## src/hdl/hot_swap_pkg.sv

```systemverilog
// constants and types shared by the hot-swap sequencer
package hot_swap_pkg;
    localparam int  CLK_HZ            = 40_000_000;
    // base start-up delay per 1 uF of timing capacitor
    localparam int  BASE_DELAY_MS_PER_UF = 256;
    localparam int  BASE_DELAY_CYCLES = BASE_DELAY_MS_PER_UF * (CLK_HZ / 1000);
    localparam int  BREAKER_TIME_US   = 530;
    localparam int  BREAKER_CYCLES    = (BREAKER_TIME_US * (CLK_HZ / 1000)) / 1000;
    localparam int  EN_LATCH_TIME_US  = 10;
    localparam int  EN_LATCH_CYCLES   = (EN_LATCH_TIME_US * (CLK_HZ / 1000)) / 1000;
    localparam int  CNT_W             = 32;
    localparam logic OC_RETRY_RST_LATCH = 1'b0;
    localparam logic UV_RETRY_RST     = 1'b1;
    localparam logic OV_RETRY_RST     = 1'b1;
    localparam logic PB_RETRY_RST     = 1'b0;

    typedef enum logic [2:0] {
        SEQ_OFF     = 3'b000,
        SEQ_STARTUP = 3'b001,
        SEQ_WAIT_PG = 3'b010,
        SEQ_PG1     = 3'b011,
        SEQ_PG2     = 3'b100,
        SEQ_CHECK   = 3'b101,
        SEQ_GOOD    = 3'b110
    } seq_state_t;
endpackage : hot_swap_pkg

```

## src/hdl/delay_counter.sv

```systemverilog
// loadable down-counter giving a one-cycle done pulse
`timescale 1ns/100ps
`default_nettype none
module delay_counter #(
    parameter int CNT_W = 32
) (
    input  wire logic             clk,
    input  wire logic             sys_rst,
    input  wire logic             clear,
    input  wire logic             start,
    input  wire logic [CNT_W-1:0] load_value,
    output var  logic             busy,
    output var  logic             done
);
    typedef struct packed {
        logic [CNT_W-1:0] count;
        logic             busy;
        logic             done;
    } cnt_state_t;

    cnt_state_t state_reg;
    cnt_state_t state_next;

    always_comb begin
        state_next      = state_reg;
        state_next.done = 1'b0;
        if (clear) begin
            state_next.busy  = 1'b0;
            state_next.count = '0;
        end else if (start) begin
            state_next.busy  = 1'b1;
            state_next.count = load_value;
        end else if (state_reg.busy) begin
            if (state_reg.count <= CNT_W'(1)) begin
                state_next.busy = 1'b0;
                state_next.done = 1'b1;
                state_next.count = '0;
            end else begin
                state_next.count = state_reg.count - CNT_W'(1);
            end
        end
    end

    always_ff @(posedge clk or posedge sys_rst) begin
        if (sys_rst) begin
            state_reg <= '0;
        end else begin
            state_reg <= state_next;
        end
    end

    assign busy = state_reg.busy;
    assign done = state_reg.done;
endmodule // delay_counter
`default_nettype wire

```

## src/hdl/edge_detect.sv

```systemverilog
// rise and fall detector for synchronous pin levels, combinational outputs from a registered previous level
`timescale 1ns/100ps
`default_nettype none
module edge_detect (
    input  wire logic clk,
    input  wire logic sys_rst,
    input  wire logic level_in,
    input  wire logic reset_level,
    output var  logic rise,
    output var  logic fall
);
    typedef struct packed {
        logic prev;
        logic primed;
    } edge_state_t;

    edge_state_t state_reg;
    edge_state_t state_next;

    always_comb begin
        state_next.prev   = level_in;
        state_next.primed = 1'b1;
    end

    // no edge is reported on the first cycle after reset
    assign rise = state_reg.primed & level_in & ~state_reg.prev;
    assign fall = state_reg.primed & ~level_in & state_reg.prev;

    always_ff @(posedge clk or posedge sys_rst) begin
        if (sys_rst) begin
            state_reg <= '0;
        end else begin
            state_reg <= state_next;
        end
    end
endmodule // edge_detect
`default_nettype wire

```

## src/hdl/hot_swap_fault_sequencer.sv

```systemverilog
// gate sequencing, power-good chain and fault retry logic of a hot-swap controller
// Overview of operation
// (RQ1) low drain-source and high gate latch power-good and start three delays
// (RQ2) after two base delays drive first power-good low
// (RQ3) after two more base delays drive second power-good low
// (RQ4) module-good must go low in four base delays, else gate off, power-bad
// (RQ5) every turn-off except overvoltage resets both power-good outputs
// (RQ6) listed conditions turn gate off and discharge soft-start and timer
// (RQ7) on, enable and supply lockout turn-offs restart automatically when cleared
// (RQ8) per-fault retry bit: zero latches off, one retries after the fault clears
// (RQ9) retry delay one base for undervoltage, power-bad; four overcurrent; none overvoltage
// (RQ10) overcurrent retry reset value is a build parameter
// (RQ11) status mirrors enable pin; change fault set on any enable edge
// (RQ12) on pin rise sets gate-on bit, fall clears it
// (RQ13) enable falling edge copies high on pin into gate-on bit after delay
// (RQ14) enable-change fault and gate-on bit writable, cleared in logic lockout
// (RQ15) gate status is AND of enabled, gate-on bit and no faults; drives gate
// (RQ16) sense above 50mV starts 530us breaker timer
// (RQ17) breaker expiry: gate off, discharge, reset power-good, set overcurrent bits
// (RQ18) overcurrent present clears when off; restart four base delays after retry or clear
// (RQ19) overcurrent cooling interval is never cut short or restarted
// (RQ20) fast sense comparator pulls gate low at once
// (RQ21) overvoltage turns gate off, sets overvoltage bits, discharges soft-start
// (RQ22) overvoltage clearing allows gate on at once unless retry bit cleared
// (RQ23) base delay scales with timer capacitor; double and quadruple derived
// (RQ24) base delay is a cycle count; multiples are counter terminal values
`timescale 1ns/100ps
`default_nettype none
module hot_swap_fault_sequencer #(
    parameter int         CNT_W       = hot_swap_pkg::CNT_W,
    parameter int         BASE_CYCLES = hot_swap_pkg::BASE_DELAY_CYCLES,
    parameter int         BRK_CYCLES  = hot_swap_pkg::BREAKER_CYCLES,
    parameter int         EN_CYCLES   = hot_swap_pkg::EN_LATCH_CYCLES,
    parameter logic       OC_RETRY_RST = hot_swap_pkg::OC_RETRY_RST_LATCH
) (
    input  wire logic clk,
    input  wire logic sys_rst,
    input  wire logic on_pin,
    input  wire logic enable_pin_n,
    input  wire logic vds_low,
    input  wire logic gate_high,
    input  wire logic module_good_in_n,
    input  wire logic undervolt_low_in,
    input  wire logic undervolt_high_in,
    input  wire logic high_supply_in,
    input  wire logic vin_lockout,
    input  wire logic internal_logic_supply_lockout,
    input  wire logic sense_over_limit,
    input  wire logic sense_fast_trip,
    input  wire logic wr_fet_on_ctrl,
    input  wire logic wr_fet_on_value,
    input  wire logic wr_enable_change_fault,
    input  wire logic wr_enable_change_value,
    input  wire logic wr_fault_clear,
    input  wire logic [3:0] wr_fault_clear_mask,
    input  wire logic wr_retry,
    input  wire logic [3:0] wr_retry_value,
    output var  logic gate_on_cmd,
    output var  logic fast_pulldown,
    output var  logic discharge_caps,
    output var  logic first_power_good_n,
    output var  logic second_power_good_io_o,
    output var  logic second_power_good_io_oe,
    output var  logic gate_on_status,
    output var  logic enable_pin_state,
    output var  logic enable_change_fault,
    output var  logic fet_on_ctrl,
    output var  logic overcurrent_present,
    output var  logic overcurrent_fault,
    output var  logic overvoltage_present,
    output var  logic overvoltage_fault,
    output var  logic undervoltage_fault,
    output var  logic power_bad_fault,
    output var  logic [3:0] retry_en
);
    // retry_en bit order: 0 overvoltage, 1 undervoltage, 2 overcurrent, 3 power-bad
    localparam logic [CNT_W-1:0] T1 = CNT_W'(BASE_CYCLES);
    localparam logic [CNT_W-1:0] T2 = CNT_W'(2 * BASE_CYCLES);
    localparam logic [CNT_W-1:0] T4 = CNT_W'(4 * BASE_CYCLES);

    typedef struct packed {
        hot_swap_pkg::seq_state_t seq;
        logic [CNT_W-1:0] brk_cnt;
        logic [CNT_W-1:0] en_cnt;
        logic       en_pending;
        logic       oc_cool;
        logic       retry_wait;
        logic       ov_was;
        logic       uv_was;
        logic       gate;
        logic       fast;
        logic       dis;
        logic       pg1_n;
        logic       pg2_n;
        logic       gstat;
        logic       en_state;
        logic       en_fault;
        logic       fet_on;
        logic       oc_pres;
        logic       oc_flt;
        logic       ov_pres;
        logic       ov_flt;
        logic       uv_flt;
        logic       pb_flt;
        logic [3:0] retry;
    } seq_regs_t;

    seq_regs_t st_reg;
    seq_regs_t st_next;

    logic on_rise, on_fall, en_rise, en_fall;
    logic tmr_start, tmr_clear, tmr_busy, tmr_done;
    logic [CNT_W-1:0] tmr_load;

    edge_detect u_on_edge (
        .clk         (clk),
        .sys_rst     (sys_rst),
        .level_in    (on_pin),
        .reset_level (1'b0),
        .rise        (on_rise),
        .fall        (on_fall)
    );

    edge_detect u_en_edge (
        .clk         (clk),
        .sys_rst     (sys_rst),
        .level_in    (enable_pin_n),
        .reset_level (1'b1),
        .rise        (en_rise),
        .fall        (en_fall)
    );

    delay_counter #(.CNT_W(CNT_W)) u_timer (
        .clk        (clk),
        .sys_rst    (sys_rst),
        .clear      (tmr_clear),
        .start      (tmr_start),
        .load_value (tmr_load),
        .busy       (tmr_busy),
        .done       (tmr_done)
    );

    logic uv_now, lockout, blocked, faulted, others, ov_hold;

    always_comb begin
        uv_now  = ~undervolt_low_in & ~undervolt_high_in;
        lockout = vin_lockout | internal_logic_supply_lockout;
        st_next = st_reg;
        tmr_start = 1'b0;
        tmr_clear = 1'b0;
        tmr_load  = T1;
        st_next.fast = sense_fast_trip; // [RQ20]
        st_next.en_state = enable_pin_n; // [RQ11]
        // event set wins over a software write in the same cycle
        if (wr_enable_change_fault) st_next.en_fault = wr_enable_change_value; // [RQ14]
        if (en_rise | en_fall) st_next.en_fault = 1'b1; // [RQ11]
        if (wr_fet_on_ctrl) st_next.fet_on = wr_fet_on_value; // [RQ14]
        if (on_rise) st_next.fet_on = 1'b1; // [RQ12]
        if (on_fall) st_next.fet_on = 1'b0; // [RQ12]
        // enable falling edge arms a delayed copy of the on pin
        if (en_fall) begin
            st_next.en_pending = 1'b1;
            st_next.en_cnt     = CNT_W'(EN_CYCLES);
        end else if (st_reg.en_pending) begin
            if (st_reg.en_cnt <= CNT_W'(1)) begin
                st_next.en_pending = 1'b0;
                if (on_pin) st_next.fet_on = 1'b1; // [RQ13]
            end else begin
                st_next.en_cnt = st_reg.en_cnt - CNT_W'(1);
            end
        end
        if (wr_retry) st_next.retry = wr_retry_value;
        if (wr_fault_clear) begin
            if (wr_fault_clear_mask[0]) st_next.ov_flt = 1'b0;
            if (wr_fault_clear_mask[1]) st_next.uv_flt = 1'b0;
            if (wr_fault_clear_mask[2]) st_next.oc_flt = 1'b0;
            if (wr_fault_clear_mask[3]) st_next.pb_flt = 1'b0;
        end
        // overvoltage: immediate off, power-good untouched
        st_next.ov_pres = high_supply_in; // [RQ21]
        st_next.ov_was  = high_supply_in;
        if (high_supply_in) st_next.ov_flt = 1'b1; // [RQ21]
        st_next.uv_was = uv_now;
        if (uv_now) st_next.uv_flt = 1'b1;
        // circuit breaker timer
        if (sense_over_limit && st_reg.gate) begin
            if (st_reg.brk_cnt >= CNT_W'(BRK_CYCLES - 1)) begin // [RQ16]
                st_next.brk_cnt = '0; // [RQ17]
                st_next.oc_pres = 1'b1; // [RQ17]
                st_next.oc_flt  = 1'b1; // [RQ17]
            end else begin
                st_next.brk_cnt = st_reg.brk_cnt + CNT_W'(1); // [RQ16]
            end
        end else begin
            st_next.brk_cnt = '0;
        end
        if (!st_reg.gate && st_reg.oc_pres) st_next.oc_pres = 1'b0; // [RQ18]
        // latched faults block the gate when retry is disabled
        faulted = (st_next.oc_flt & ~st_reg.retry[2]) | (st_next.uv_flt & ~st_reg.retry[1])
                | (st_next.pb_flt & ~st_reg.retry[3]) | (st_next.ov_flt & ~st_reg.retry[0]); // [RQ8]
        // overvoltage with retry set releases at once, no delay [RQ22]
        others  = ~st_next.fet_on | enable_pin_n | uv_now | lockout
                | st_next.oc_pres | faulted | st_reg.oc_cool;
        blocked = others | high_supply_in; // [RQ6] [RQ7]
        ov_hold = ~others & high_supply_in & (st_reg.seq >= hot_swap_pkg::SEQ_WAIT_PG);
        // overcurrent cooling runs to completion regardless of other faults
        if (st_reg.oc_cool) begin
            if (tmr_done) begin
                st_next.oc_cool = 1'b0; // [RQ19]
                st_next.seq     = hot_swap_pkg::SEQ_WAIT_PG; // [RQ18]
            end
        end else if (st_reg.oc_pres && !st_reg.gate) begin
            st_next.oc_cool = 1'b1; // [RQ18]
            tmr_start = 1'b1;
            tmr_load  = T4; // [RQ9]
            st_next.seq = hot_swap_pkg::SEQ_OFF;
        end
        if (!st_reg.oc_cool && !(st_reg.oc_pres && !st_reg.gate)) begin
            if (blocked && !ov_hold) begin
                tmr_clear = 1'b1; // [RQ6]
                st_next.seq = hot_swap_pkg::SEQ_OFF;
                // retry wait flag is set only by an undervoltage turn-off while the gate is on
                st_next.retry_wait = st_reg.retry_wait | (st_reg.gate & uv_now);
            end else begin
                case (st_reg.seq)
                    hot_swap_pkg::SEQ_OFF: begin
                        tmr_start = 1'b1;
                        tmr_load  = T1; // [RQ9] [RQ24]
                        st_next.seq = hot_swap_pkg::SEQ_STARTUP;
                        st_next.retry_wait = 1'b0;
                    end
                    hot_swap_pkg::SEQ_STARTUP: begin
                        if (tmr_done) st_next.seq = hot_swap_pkg::SEQ_WAIT_PG;
                    end
                    hot_swap_pkg::SEQ_WAIT_PG: begin
                        if (vds_low && gate_high) begin // [RQ1]
                            tmr_start = 1'b1;
                            tmr_load  = T2; // [RQ23]
                            st_next.seq = hot_swap_pkg::SEQ_PG1;
                        end
                    end
                    hot_swap_pkg::SEQ_PG1: begin
                        if (tmr_done) begin
                            st_next.pg1_n = 1'b0; // [RQ2]
                            tmr_start = 1'b1;
                            tmr_load  = T2;
                            st_next.seq = hot_swap_pkg::SEQ_PG2;
                        end
                    end
                    hot_swap_pkg::SEQ_PG2: begin
                        if (tmr_done) begin
                            st_next.pg2_n = 1'b0; // [RQ3]
                            tmr_start = 1'b1;
                            tmr_load  = T4;
                            st_next.seq = hot_swap_pkg::SEQ_CHECK;
                        end
                    end
                    hot_swap_pkg::SEQ_CHECK: begin
                        if (tmr_done) begin
                            if (module_good_in_n) begin
                                st_next.pb_flt = 1'b1; // [RQ4]
                                st_next.seq = hot_swap_pkg::SEQ_OFF;
                            end else begin
                                st_next.seq = hot_swap_pkg::SEQ_GOOD;
                            end
                        end
                    end
                    hot_swap_pkg::SEQ_GOOD: begin
                        st_next.seq = hot_swap_pkg::SEQ_GOOD;
                    end
                    default: st_next.seq = hot_swap_pkg::SEQ_OFF;
                endcase
            end
        end
        // gate is on from startup expiry until any blocking cause
        st_next.gstat = ~blocked & ~enable_pin_n & st_next.fet_on
                      & (st_next.seq >= hot_swap_pkg::SEQ_WAIT_PG) & ~st_next.oc_cool; // [RQ15]
        st_next.gate = st_next.gstat & ~sense_fast_trip; // [RQ20]
        st_next.dis  = ~st_next.gstat; // [RQ6] [RQ21]
        // overvoltage alone keeps the power-good outputs [RQ5]
        if (!st_next.gstat && !(high_supply_in && !st_next.oc_pres && !st_next.pb_flt)) begin
            st_next.pg1_n = 1'b1; // [RQ5]
            st_next.pg2_n = 1'b1; // [RQ5]
        end
        if (internal_logic_supply_lockout) begin
            st_next.en_fault = 1'b0; // [RQ14]
            st_next.fet_on   = 1'b0; // [RQ14]
        end
    end

    always_ff @(posedge clk or posedge sys_rst) begin
        if (sys_rst) begin
            st_reg       <= '0;
            st_reg.pg1_n <= 1'b1;
            st_reg.pg2_n <= 1'b1;
            st_reg.dis   <= 1'b1;
            st_reg.en_state <= 1'b1;
            st_reg.retry <= {hot_swap_pkg::PB_RETRY_RST, OC_RETRY_RST, // [RQ10]
                             hot_swap_pkg::UV_RETRY_RST, hot_swap_pkg::OV_RETRY_RST};
        end else begin
            st_reg <= st_next;
        end
    end

    assign gate_on_cmd             = st_reg.gate;
    assign fast_pulldown           = st_reg.fast;
    assign discharge_caps          = st_reg.dis;
    assign first_power_good_n      = st_reg.pg1_n;
    assign second_power_good_io_o  = st_reg.pg2_n;
    assign second_power_good_io_oe = ~st_reg.pg2_n;
    assign gate_on_status          = st_reg.gstat;
    assign enable_pin_state        = st_reg.en_state;
    assign enable_change_fault     = st_reg.en_fault;
    assign fet_on_ctrl             = st_reg.fet_on;
    assign overcurrent_present     = st_reg.oc_pres;
    assign overcurrent_fault       = st_reg.oc_flt;
    assign overvoltage_present     = st_reg.ov_pres;
    assign overvoltage_fault       = st_reg.ov_flt;
    assign undervoltage_fault      = st_reg.uv_flt;
    assign power_bad_fault         = st_reg.pb_flt;
    assign retry_en                = st_reg.retry;

    chk_pg_before_second: assert property (@(posedge clk) disable iff (sys_rst) // [RQ3]
        !second_power_good_io_o |-> !first_power_good_n)
        else $error("second power-good low before first");
    chk_gate_needs_on: assert property (@(posedge clk) disable iff (sys_rst) // [RQ15]
        gate_on_status |-> fet_on_ctrl && !enable_pin_state)
        else $error("gate on without on bit or enable");
    chk_ov_gate_off: assert property (@(posedge clk) disable iff (sys_rst) // [RQ21]
        high_supply_in |=> !gate_on_cmd && overvoltage_fault)
        else $error("overvoltage did not turn gate off");
    chk_fast_trip: assert property (@(posedge clk) disable iff (sys_rst) // [RQ20]
        sense_fast_trip |=> !gate_on_cmd)
        else $error("fast trip did not pull gate low");
    chk_en_change: assert property (@(posedge clk) disable iff (sys_rst) // [RQ11]
        $changed(enable_pin_n) && !internal_logic_supply_lockout |=> ##1 enable_change_fault)
        else $error("enable change not flagged");
    chk_lockout_clear: assert property (@(posedge clk) disable iff (sys_rst) // [RQ14]
        internal_logic_supply_lockout |=> !fet_on_ctrl && !enable_change_fault)
        else $error("lockout did not clear control bits");
    chk_on_rise: assert property (@(posedge clk) disable iff (sys_rst) // [RQ12]
        $rose(on_pin) && !internal_logic_supply_lockout |=> fet_on_ctrl)
        else $error("on rise did not set gate-on bit");
    chk_oc_latch: assert property (@(posedge clk) disable iff (sys_rst) // [RQ17]
        $rose(overcurrent_present) |-> overcurrent_fault && !gate_on_cmd ##1 !gate_on_status)
        else $error("overcurrent did not latch fault");
    cov_pg1: cover property (@(posedge clk) disable iff (sys_rst) $fell(first_power_good_n));
    cov_power_bad_fault: cover property (@(posedge clk) disable iff (sys_rst) $rose(power_bad_fault));
    cov_oc: cover property (@(posedge clk) disable iff (sys_rst) $rose(overcurrent_fault));
endmodule // hot_swap_fault_sequencer
`default_nettype wire

```

## config.mk

```make
export PLATFORM = sky130hd
export DESIGN_NAME = hot_swap_fault_sequencer
export DESIGN_NICKNAME = d
export VERILOG_FILES = /design/src/hdl/hot_swap_pkg.sv /design/src/hdl/delay_counter.sv /design/src/hdl/edge_detect.sv /design/src/hdl/hot_swap_fault_sequencer.sv
export SDC_FILE = /design/constraint.sdc
export NUM_CORES = 1
export LEC_CHECK = 0
export BUFFER_PORTS_ARGS = -buffer_cell sky130_fd_sc_hd__buf_2
export CORE_MARGIN = 2
export CORE_UTILIZATION = 39
export DETAILED_ROUTE_END_ITERATION = 7
export GPL_ROUTABILITY_DRIVEN = 0
export GPL_TIMING_DRIVEN = 0
export PLACE_DENSITY_LB_ADDON = 0.12
export SETUP_SLACK_MARGIN = 0.5
export SLEW_MARGIN = 15
export SYNTH_ARGS = -nofsm -noshare
export SYNTH_HDL_FRONTEND = slang
export SYNTH_SLANG_ARGS = --single-unit
export TNS_END_PERCENT = 1
```

## constraint.sdc

```tcl
create_clock -name clk -period 8.95 [get_ports clk]
set_input_delay 1.79 -clock clk [delete_from_list [all_inputs] [get_ports clk]]
set_output_delay 1.79 -clock clk [all_outputs]
set_load 0.1 [all_outputs]
```

==> flow_metrics.tcl <==
set metrics [dict create \
    fp.dieArea_sq_um 17100 \
    seqCellArea_sq_um 3140 \
    netlist-cell-type-count 77 \
    die_w_microns 131 \
    drive_gt1_share_pct 18.4 \
    syn-mean-instance-area_sq_um 9.75 \
    portBuffers 47 \
    core-area_sq_um 15800 \
    place.detailed.hpwl_microns 9650 \
    grtUsageTotal_pct 17.8 \
    finalClockSkew_ns 0.00779 \
    hold_ws_ns 0.460 \
    min_to "st_reg[56]$_DFF_PP0_" \
    yosysWarningCount 0 \
    async_reset_ff_share_pct 100 \
    maxCapViolCount 0 \
    cts-root-buf "clkbuf_16" \
    syn_to_final_growth_pct 20.4 \
    cts.sinks 125 \
    synthFlopType "dfrtp_1" \
    max-slew-margin-rel_pct 46.0 \
    grt_max_degree 76 \
    max-vdd-ir-drop_uv 134 \
    die_h_microns 131 \
    r2r_cells 10 \
    synth_common_cells "dfrtp_1 (119), nor2_1 (103), nand2_1 (48), o21ai_0 (33), xnor2_1 (30)" \
    fmax_ghz 0.251 \
    maxSlewViolCount 0 \
    min-delay-start "st_reg[56]$_DFF_PP0_" \
    wl_microns 13600 \
    crit_fanout 7 \
    ys_ff_latch 125 \
    setup_viol 0 \
    cts_setup_buffers 0 \
    initial_core_util_pct 39.7 \
    fin_crit_sh_pct 44.6 \
    critPathKind "in -> reg" \
    worst_ep_required_time_ns 9.26 \
    power_density_nw_per_um2 207 \
    worst_r2r_endpoint "u_timer.state_reg[24]$_DFFE_PP0P_" \
    drt_iter0_markers 252 \
    placed_area_sq_um 6860 \
    finalHoldViolCount 0 \
    drc 0 \
    ys_top_cells_by_area "dfrtp_1 (48%), nor2_1 (6.2%), xnor2_1 (4.2%)" \
    stdcell_count 954 \
    synth_most_common_cell "dfrtp_1" \
    cts_tree "yes" \
    clock_path_buffers 2 \
    syn_area_sq_um 6260 \
    yosysSeqAreaShare_pct 50.1 \
    multi_input_area_sq_um 2940 \
    wire_per_inst_microns 14.3 \
    netlist_instances 642 \
    grt_pass1_vias 5091 \
    n_antenna_cell 0 \
    fin_crit_ns 3.99 \
    grt_pass1_wl_microns 24100 \
    synth_top_cell_area_share_pct 47.6 \
    regToRegStartpoint "st_reg[56]$_DFF_PP0_" \
    num-fill-cells 1542 \
    worstMarginPinSlew_ns 0.808 \
    grt_antenna_before_repair 0 \
    start_kind "input port" \
    cp.arrival_ns 4.29 \
    postCtsHoldBufs 0 \
    tns_ns 0 \
    io_pins 48 \
    clk_pin_slew_worst_paths_ns 0.06 \
    path_cells "buf_2 > and3b_1 > dlygate4sd2_1 > nor3_1 > a31oi_4 > clkinv_1 > a41oi_2 > or2_2 > clkbuf_1 > o21ai_0 > a22o_1" \
    power.leakage_nw 3.44 \
    vias_per_cell 5.12 \
    cts_made_buffers 17 \
    design_area_sq_um 7530 \
    synth_area_leader_cell "dfrtp_1" \
    end_kind "flip-flop" \
    antenna_left 0 \
    largest_register_ffs 69 \
    clkLatencyLatePin_ns 0.42 \
    firstDrtPassIters 5 \
    rsz0062_at_grt "false" \
    hold_depth 1 \
    htreeDepth 4 \
    nets 758 \
    vias 4883 \
    rows 46 \
    cts_resized 0 \
    rrSetupSlack_ns 5.71 \
    cp_slowest_stage_delay_ns 0.42 \
    dp_cells 922 \
    slowest_stage "a41oi_2" \
    min_path_type "reg -> reg" \
    status "completed" \
    synth_enable_flop_cells 0 \
    grt_overflow 0 \
]
-- how the worst max path moves through the flow --
stage                       from                                end  slack (ns)  cells after the start
floorplan                sys_rst    enable_change_fault$_DFFE_PP0P_        3.84                      1
global placement         sys_rst               st_reg[63]$_DFF_PP0_        2.40                      2
detailed placement  enable_pin_n  u_timer.state_reg[20]$_DFFE_PP0P_        4.52                     11
CTS                 enable_pin_n  u_timer.state_reg[20]$_DFFE_PP0P_        4.96                     11
global route        enable_pin_n  u_timer.state_reg[20]$_DFFE_PP0P_        4.77                     11
finish              enable_pin_n  u_timer.state_reg[20]$_DFFE_PP0P_        4.96                     11
-- metrics by stage --
| step | power (mW) | util, % | setup WS [ns] |
|---|---|---|---|
| 2_1_floorplan | 0.743 | - | 3.84 |
| 3_3_place_gp | 0.776 | 43.3 | 2.40 |
| 3_5_place_dp | 0.780 | 43.5 | 4.52 |
| 4_1_cts | 1.58 | 47.8 | 4.96 |
| 5_1_grt | 1.63 | 47.8 | 4.77 |
| 6_report | 1.56 | 47.8 | 4.96 |
-- logic make-up after synthesis --
family / Yosys count / share of synthesized area (%)
buffers and inverters: 46 / 3.92
xor gates and xnor gates: 55 / 7.70
DFF: 125 / 50.1
muxes: 6 / 1.06
AOI/OAI and AO/OA: 117 / 13.1
adders and majority gates: 5 / 1.00
other: 2 / 0.120
and+or+nand+nor: 286 / 23.0
-- placed cells by master, fill, tap and decap left out, drive strengths merged, types with 5 or more instances in the layout --
cell type / instances
or4: 7
nand2: 48
or2: 11
dfrtp: 119
buf: 55
mux2: 5
a21oi: 17
xnor2: 30
a211oi: 5
a31oi: 9
nor3b: 8
conb: 18
xor2: 25
ha: 5
o211ai: 5
nor3: 28
bufinv: 6
inv: 25
a21o: 10
nor4: 18
or3: 10
nand4: 6
clkbuf: 31
dfstp: 6
nand3: 21
nor2: 104
o21ai: 35
-- power breakdown --
part           internal, mW  switching (mW)  total, mW
clock                 0.530           0.259      0.790
sequential            0.593          0.0213      0.614
combinational        0.0520           0.102      0.154
-- per-layer routing --
metal | share of wire, % | vias to the layer above | global-route usage (%)
met5 | 0 | - | 0
met2 | 49 | 102 | 30.6
met3 | 4.6 | 17 | 4.44
met1 | 45 | 2363 | 21.8
met4 | 1.5 | 0 | 6.38
li1 | - | 2401 | -
-- critical path, delay by kind of cell --
kind	cells	cell delay [ns]
compound gates	4	1.10
buf+inv	4	0.90
simple gates	3	0.49
-- final cells by class --
cell class | count | share of cell area [%]
buffer | 22 | 2.06
clock buffer | 18 | 5.83
clock inverter | 14 | 3.17
inverter | 24 | 1.26
multi-input combinational | 487 | 39.0
sequential | 125 | 41.6
tap | 216 | 3.59
timing repair buffer | 48 | 3.49
(Power assumes the default switching activity.)
